==> config.mk <==
export PLATFORM = sky130hd
export DESIGN_NAME = bsr_agent
export DESIGN_NICKNAME = d
export VERILOG_FILES = /design/src/bsr_pkg.sv /design/src/bsr_agent.sv /design/src/bsr_sync3.sv
export SDC_FILE = /design/constraint.sdc
export NUM_CORES = 1
export LEC_CHECK = 0
export BUFFER_PORTS_ARGS = -buffer_cell sky130_fd_sc_hd__buf_2
export CAP_MARGIN = 20
export CORE_UTILIZATION = 30
export CTS_CLUSTER_SIZE = 24
export DETAILED_ROUTE_END_ITERATION = 6
export PLACE_DENSITY = 0.54
export SLEW_MARGIN = 20
export SYNTH_ARGS = -nofsm -noshare
export SYNTH_HDL_FRONTEND = slang
export SYNTH_HIERARCHICAL = 1
export SYNTH_SLANG_ARGS = --single-unit
==> constraint.sdc <==
create_clock -name sys_clk -period 2.3 [get_ports sys_clk]
set_input_delay 0.23 -clock sys_clk [delete_from_list [all_inputs] [get_ports sys_clk]]
set_output_delay 0.23 -clock sys_clk [all_outputs]
set_load 0.005 [all_outputs]
==> src/bsr_pkg.sv <==
package bsr_pkg;
  // extended-function attribute bit positions within the five-bit field
  localparam int unsigned ATTR_W        = 5;
  localparam int unsigned ATTR_SMM_BIT  = 4;
  localparam int unsigned ATTR_SPL_BIT  = 3;
  localparam int unsigned ATTR_RSV2_BIT = 2;
  localparam int unsigned ATTR_DEN_BIT  = 1;
  localparam int unsigned ATTR_RSV0_BIT = 0;
  // attribute field sits on second-clock address lines 7..3
  localparam int unsigned ATTR_ADDR_LO  = 3;
  // stall extension length in bus clocks
  localparam logic [1:0]  STALL_EXT_CLKS = 2'h2;
  // cache line states
  typedef enum logic [1:0] {
    BSR_LINE_I = 2'b00,
    BSR_LINE_S = 2'b01,
    BSR_LINE_E = 2'b10,
    BSR_LINE_M = 2'b11
  } bsr_line_t;
  // snoop phase sequencer states
  typedef enum logic [1:0] {
    BSR_IDLE  = 2'b00,
    BSR_DRIVE = 2'b01,
    BSR_GAP   = 2'b10,
    BSR_EVAL  = 2'b11
  } bsr_snp_t;
  // request kinds relevant for snoop state effects
  typedef enum logic [2:0] {
    BSR_REQ_READ_LINE = 3'b000,
    BSR_REQ_READ_PART = 3'b001,
    BSR_REQ_READ_INV  = 3'b010,
    BSR_REQ_WRITE     = 3'b011,
    BSR_REQ_DEF_REPLY = 3'b100,
    BSR_REQ_OTHER     = 3'b101
  } bsr_req_t;
endpackage

==> src/bsr_agent.sv <==
`timescale 1ns/1ns
// Functional notes
// attribute bits driven on address lines 7..3, clock two
// smm flag on every request after smm entry
// split-lock flag only on first split-lock transaction
// defer flag only if deferral acceptable; 2,0 reserved
// stall is shared and modified together one clock
// stall sampled lengthens snoop phase two clocks
// repeat stall every second clock to prolong
// re-drive result after one inactive clock
// modified hit asserts result, then implicit writeback
// modified line goes shared on reads, else invalid
// deferred reply may carry modified result
// shared hit asserted to keep line shared
// shared hit is wired-or of all agents
// shared seen blocks exclusive or modified install
// modified hit beats defer, implicit writeback response
// all these pins active low, rising-edge sampled
module bsr_agent (
  // clock and reset
  input  wire logic                        sys_clk,
  input  wire logic                        reset,
  // request side: attributes for our own request
  input  wire logic                        req_second_clk,
  input  wire logic                        smm_active,
  input  wire logic                        split_lock_first,
  input  wire logic                        can_defer,
  output logic [bsr_pkg::ATTR_W-1:0]       second_clock_address_lines_o,
  output logic                             second_clock_address_lines_oe_n,
  // snoop inputs from local cache
  input  wire logic                        snoop_start,
  input  wire logic                        own_request,
  input  wire bsr_pkg::bsr_req_t           snoop_req_kind,
  input  wire bsr_pkg::bsr_line_t          snoop_line_state,
  input  wire logic                        need_stall,
  // shared-hit pin, open drain
  input  wire logic                        shared_hit_n_i,
  output logic                             shared_hit_n_o,
  output logic                             shared_hit_n_oe_n,
  // modified-hit pin, open drain
  input  wire logic                        modified_copy_result_n_i,
  output logic                             modified_copy_result_n_o,
  output logic                             modified_copy_result_n_oe_n,
  // defer pin, input only
  input  wire logic                        defer_n_i,
  // snoop outcome
  output logic                             snoop_done,
  output bsr_pkg::bsr_line_t               line_next_state,
  output logic                             implicit_wb,
  output logic                             deferred_completion,
  output logic                             unexpected_data,
  output logic                             install_limit_shared
);
  import bsr_pkg::*;

  typedef struct packed {
    bsr_snp_t                st;        // snoop sequencer state
    logic [1:0]              ext;       // clocks left in extension
    logic                    drv_hit;   // we drive shared hit
    logic                    drv_modified_copy_result;  // we drive modified hit
    logic                    stalling;  // our result is a stall
    logic                    own;       // snoop of own request
    bsr_req_t                kind;
    bsr_line_t               line;
    logic [ATTR_W-1:0]       attr;      // attribute output, active high
    logic                    attr_en;
    logic                    done;
    bsr_line_t               nxt;
    logic                    wb;
    logic                    dfr;
    logic                    unexp;
    logic                    lim;
  } bsr_st_t;
  bsr_st_t q, d;

  logic [1:0] pin_lvl_n;  // filtered {modified, shared}
  logic       dfr_lvl_n;  // filtered defer
  logic       hit_s, modified_copy_result_s, stall_s;
  logic       live_stall; // both wired pins low at this edge

  // pins come from other agents on the same bus clock;
  // one sampling stage holds the drive clock's levels
  // for the evaluation clock that follows it
  bsr_sync3 #(.W(3)) u_pins (
    .sys_clk (sys_clk),
    .reset   (reset),
    .pin_n   ({defer_n_i, modified_copy_result_n_i, shared_hit_n_i}),
    .level_n ({dfr_lvl_n, pin_lvl_n})
  );

  // active-low pins inverted to internal sense
  assign hit_s   = ~pin_lvl_n[0];
  assign modified_copy_result_s  = ~pin_lvl_n[1];
  assign stall_s = hit_s & modified_copy_result_s;
  // the stall must be seen at the end of the drive clock itself,
  // otherwise the re-drive would land one clock late
  assign live_stall = ~shared_hit_n_i & ~modified_copy_result_n_i;

  // next state: attributes and snoop sequencing
  always_comb begin
    d      = q;
    d.done = 1'b0;
    // attribute field only during second request clock
    d.attr_en = req_second_clk;
    d.attr    = '0;
    if (req_second_clk) begin
      d.attr[ATTR_SMM_BIT] = smm_active;
      d.attr[ATTR_SPL_BIT] = split_lock_first;
      d.attr[ATTR_DEN_BIT] = can_defer;
    end
    case (q.st)
      BSR_IDLE: begin
        if (snoop_start) begin
          d.own  = own_request;
          d.kind = snoop_req_kind;
          d.line = snoop_line_state;
          d.st   = BSR_DRIVE;
          // stall outranks a result; both pins low together
          if (need_stall) begin
            d.stalling = 1'b1;
            d.drv_hit  = 1'b1;
            d.drv_modified_copy_result = 1'b1;
          end else begin
            d.stalling = 1'b0;
            d.drv_modified_copy_result = !own_request && snoop_line_state == BSR_LINE_M;
            d.drv_hit  = !own_request && (snoop_line_state == BSR_LINE_S ||
                         snoop_line_state == BSR_LINE_E);
          end
        end
      end
      BSR_DRIVE: begin
        // one clock of drive; the wires are sampled at its end
        if (live_stall) begin
          // stall seen: two clock extension, the first one quiet
          // so that every agent re-drives on the following clock
          d.ext = STALL_EXT_CLKS - 2'h1;
          d.st  = BSR_GAP;
        end else begin
          // no stall: results are final, wrap up next clock
          d.st = BSR_EVAL;
        end
      end
      BSR_EVAL: begin
        // stall_s is never set here: a stall left drive for the gap
        if (stall_s) begin
          // defensive only; finish on the sampled result anyway
          d.st = BSR_IDLE;
        end
        begin
          d.st    = BSR_IDLE;
          d.done  = 1'b1;
          d.wb    = modified_copy_result_s;
          d.dfr   = !modified_copy_result_s && !dfr_lvl_n;
          d.unexp = modified_copy_result_s && q.kind == BSR_REQ_DEF_REPLY;
          d.lim   = q.own && hit_s;
          d.nxt   = q.line;
          if (q.drv_modified_copy_result && !q.stalling) begin
            // reads keep a shared copy, anything else invalidates
            d.nxt = (q.kind == BSR_REQ_READ_LINE || q.kind == BSR_REQ_READ_PART)
                    ? BSR_LINE_S : BSR_LINE_I;
          end else if (q.drv_hit && !q.stalling) begin
            d.nxt = BSR_LINE_S;
          end
          d.drv_hit  = 1'b0;
          d.drv_modified_copy_result = 1'b0;
        end
      end
      BSR_GAP: begin
        // after the quiet clock re-drive the result or a new stall
        // limitation: after snoop start, need_stall is only looked at on this clock
        d.st  = BSR_DRIVE;
        d.ext = 2'h0;
        if (q.stalling && !need_stall) begin
          d.stalling = 1'b0;
          d.drv_modified_copy_result = !q.own && q.line == BSR_LINE_M;
          d.drv_hit  = !q.own && (q.line == BSR_LINE_S || q.line == BSR_LINE_E);
        end else if (q.stalling) begin
          d.drv_hit  = 1'b1;
          d.drv_modified_copy_result = 1'b1;
        end
      end
      default: begin
        d.st = BSR_IDLE;
      end
    endcase
  end

  // single state register, synchronous reset
  always_ff @(posedge sys_clk) begin
    if (reset) begin
      q <= '{st: BSR_IDLE, ext: 2'h0, drv_hit: 1'b0, drv_modified_copy_result: 1'b0,
             stalling: 1'b0, own: 1'b0, kind: BSR_REQ_OTHER, line: BSR_LINE_I,
             attr: '0, attr_en: 1'b0, done: 1'b0, nxt: BSR_LINE_I,
             wb: 1'b0, dfr: 1'b0, unexp: 1'b0, lim: 1'b0};
    end else begin
      q <= d;
    end
  end

  // drive only in drive clock; the gap clock stays inactive
  assign shared_hit_n_o                  = 1'b0;
  assign shared_hit_n_oe_n               = !(q.st == BSR_DRIVE && q.drv_hit);
  assign modified_copy_result_n_o        = 1'b0;
  assign modified_copy_result_n_oe_n     = !(q.st == BSR_DRIVE && q.drv_modified_copy_result);
  // attribute lines driven active low, reserved bits inactive
  assign second_clock_address_lines_o    = ~q.attr;
  assign second_clock_address_lines_oe_n = !q.attr_en;
  // outcome flags
  assign snoop_done           = q.done;
  assign line_next_state      = q.nxt;
  assign implicit_wb          = q.wb;
  assign deferred_completion  = q.dfr;
  assign unexpected_data      = q.unexp;
  assign install_limit_shared = q.lim;
endmodule

==> src/bsr_sync3.sv <==
`timescale 1ns/1ns
// rising-edge sample register for active-low wired bus pins
module bsr_sync3 #(
  parameter int unsigned W = 1
) (
  // clock and reset
  input  wire logic         sys_clk,
  input  wire logic         reset,
  // raw and filtered levels
  input  wire logic [W-1:0] pin_n,
  output logic      [W-1:0] level_n
);
  typedef struct packed {
    logic [W-1:0] lvl; // level seen at the last rising edge
  } bsr_sy_t;
  bsr_sy_t q, d;

  // every agent runs on the bus clock, so one sample is enough;
  // a deeper agreement filter would swallow one-clock snoop pulses
  always_comb begin
    d     = q;
    d.lvl = pin_n;
  end

  // pins idle high (inactive) after reset
  always_ff @(posedge sys_clk) begin
    if (reset) begin
      q <= '{lvl: '1};
    end else begin
      q <= d;
    end
  end

  assign level_n = q.lvl;
endmodule

==> flow_summary.toml <==
[outcome]
status = "finished clean"

[setup_path]
regToRegSetupSlack_ns = 0.90
cp-end-kind = "primary output"
slowest_stage = "dfxtp_1"
cp_data_arrival_time_ns = 1.30
critPathLaunch = "q[24]"
critPathKind = "flop to primary output"
timing.rr.start = "q[25]"
critPathLaunchType = "flop"
required_ns = 2.07
worstPathCellList = "nor2b_1, nand2_1, buf_2"
crit_path_max_fanout = 9
crit_buf_inv = 1
slowest_delay_ns = 0.47
critical-path-top-delay-family = "flip-flops"

[floorplan]
start_util = 0.319
coreArea_sq_mm = 0.00342
die_area_sq_mm = 0.00388
die_h_microns = 62.3
die_x_microns = 62.3
boundaryPins = 34
rows = 21

[logic_synthesis]
synth_cell_types = 32
synth_area_per_cell_sq_um = 9.33
synth_adder_area_share = 0.0229
synth_edf_count = 0
synth_mux_area_frac = 0.0367
synth-seq-cells = 25
ys_seq_area_frac = 0.459
syn_inst = 117
synthTopCellsByArea = "dfxtp_1 46%, nor2b_1 4.6%, nor2_1 4.5%, buf_4 4.1%, mux2i_1 3.7%"
async_reset_ff_frac = 0
yosysTopAreaCell = "dfxtp_1"
synth-simple-area-share = 0.224
synth_area_sq_mm = 0.00109
synth_top_flop_cell = "dfxtp_1"
synth_xor_area_frac = 0
synth_top_area_frac = 0.459
synth_compound_area_frac = 0.156
yosys_warnings = 6
synth_top_family_by_area = "simple AND/OR/NAND/NOR gates"

[global_routing]
antenna_found_initial = 0
grt_pass1_vias = 753
grt_pass1_wl_microns = 3430
grt_use_met1 = 0.141
track_usage = 0.110
grt-ovfl-total = 0
grt_max_degree = 23
grt_util_met2 = 0.174
top_usage_layer = "met2"
use_met3 = 0.0423

[detailed_routing]
routed_via_density = 4.40
drt_iter0_drc = 26
drc = 0
ant_nets = 0
dr.pass1.iters = 4
wl_microns = 2050
routedWlPerCell_microns = 11.0
dr_total_vias = 822

[clock_network]
clkSinkCount = 25
cts_tree = "done"
cts.repair.resized = 0
root_buffer = "clkbuf_4"
clock_path_buffers = 2
clk_latency_ns = 0.31
numCtsBuffers = 3
cts_hold_buf = 0
cts_setup_buffers = 0
h-tree-depth = 1
clkSlewWorstSetupHoldPaths_ns = 0.13

[timing]
slew_viol_final = 0
period_minus_slack_ns = 1.53
hold_viol = 0
rsz0062_at_grt = "false"
clock_skew_ns = 0.00325
period_share = 0.665
fmax_mhz = 653
fin_setup_tns_ns = 0
setup_viol = 0

[placed_design]
place_area_sq_mm = 0.00122
post-dp-hpwl_microns = 1600
portBuffers = 29
routabilityCongestion = 0.793

[finish]
nNetsFinal = 161
area_growth_syn_to_layout_pct = 14.3
antennaDiodeCount = 0
layout-drive-gt1-share = 0.262
stdcell_area_sq_mm = 0.00125
layout_common_cells = "29 x buf_2, 25 x dfxtp_1, 13 x nor2_1, 8 x nor2b_1, 7 x a21oi_1"
final_common_cell = "buf_2"

[job]
cap_violations = 0

[power]
ir_worst_vdd_v = 0.000411
static-leakage-power_nw = 0.528
p_total_w = 0.000782
power_density_mw_per_mm2 = 627

[hold_path]
min_path_type = "input pin to flop"
holdCritStartpoint = "defer_n_i"
==> sequential cells by signal, summed over array words and instances (netlist names) <==
register,flops
q,15
u_pins/level_n,3
line_next_state,2
deferred_completion,1
implicit_wb,1
install_limit_shared,1
snoop_done,1
unexpected_data,1
==> final cells by class <==
cell class	count	area [sq um]
fillers	357	2170
flip-flops and latches	25	500
multi-input cells	77	494
repair buffers	29	145
well taps	46	57.6
clock buffers	3	22.5
inverters	6	22.5
clock inverters	1	5.00
==> cells by family (layout without fill, tap and decap cells) <==
family,after synthesis,after routing
simple gates,44,44
mux,4,4
flops,25,25
buf+inv,17,39
compound gates,23,23
fa+ha+maj,2,2
other cells,2,4
==> metal layers <==
layer	up-vias	routed length (microns)
met5	-	0
met4	0	12
met3	2	89
met2	15	907
met1	375	1040
li1	430	-
==> worst register-to-register path: cells and delay by family, from the launching register on <==
| kind | cells | cell delay [ns] |
|---|---|---|
| AOI/OAI and AO/OA | 1 | 0.07 |
| and+or+nand+nor | 3 | 0.71 |
| DFF | 1 | 0.57 |
==> final timing paths <==
kind                            depth (start not counted)                          end
worst min register to register                          2           line_next_state[1]
worst max register to register                          4              unexpected_data
worst max-delay path                                    3  modified_copy_result_n_oe_n
worst min-delay path                                    2            u_pins/level_n[2]
==> cells in the mapped netlist, types with 2 or more instances <==
cell type / instances
a211o_1: 2
a21oi_1: 7
a31o_1: 2
and2_1: 3
buf_2: 2
buf_4: 6
buf_6: 2
conb_1: 2
dfxtp_1: 25
ha_1: 2
inv_1: 6
mux2i_1: 4
nand2_1: 5
nand2b_1: 4
nand4_1: 2
nor2_1: 13
nor2b_1: 8
nor3b_1: 2
o21ai_0: 4
o21bai_1: 2
or2_1: 3
==> per-stage QoR <==
stage	cells	utilization	worst slack, ns	hold slack (ns)
6_report	187	0.365	0.770	0.0902
5_1_grt	187	0.365	0.629	0.0648
4_1_cts	187	0.365	0.749	0.0779
3_5_place_dp	183	0.357	0.924	0.412
3_3_place_gp	183	0.357	0.981	0.408
2_1_floorplan	119	-	1.12	0.327
==> report_power, final <==
| group | switching [W] | internal (W) |
|---|---|---|
| logic | 0.0000539 | 0.0000591 |
| clock network | 0.000124 | 0.0000649 |
| registers | 0.0000230 | 0.000457 |
| total | 0.000201 | 0.000581 |
No activity file was read; power rests on OpenSTA's default activity.
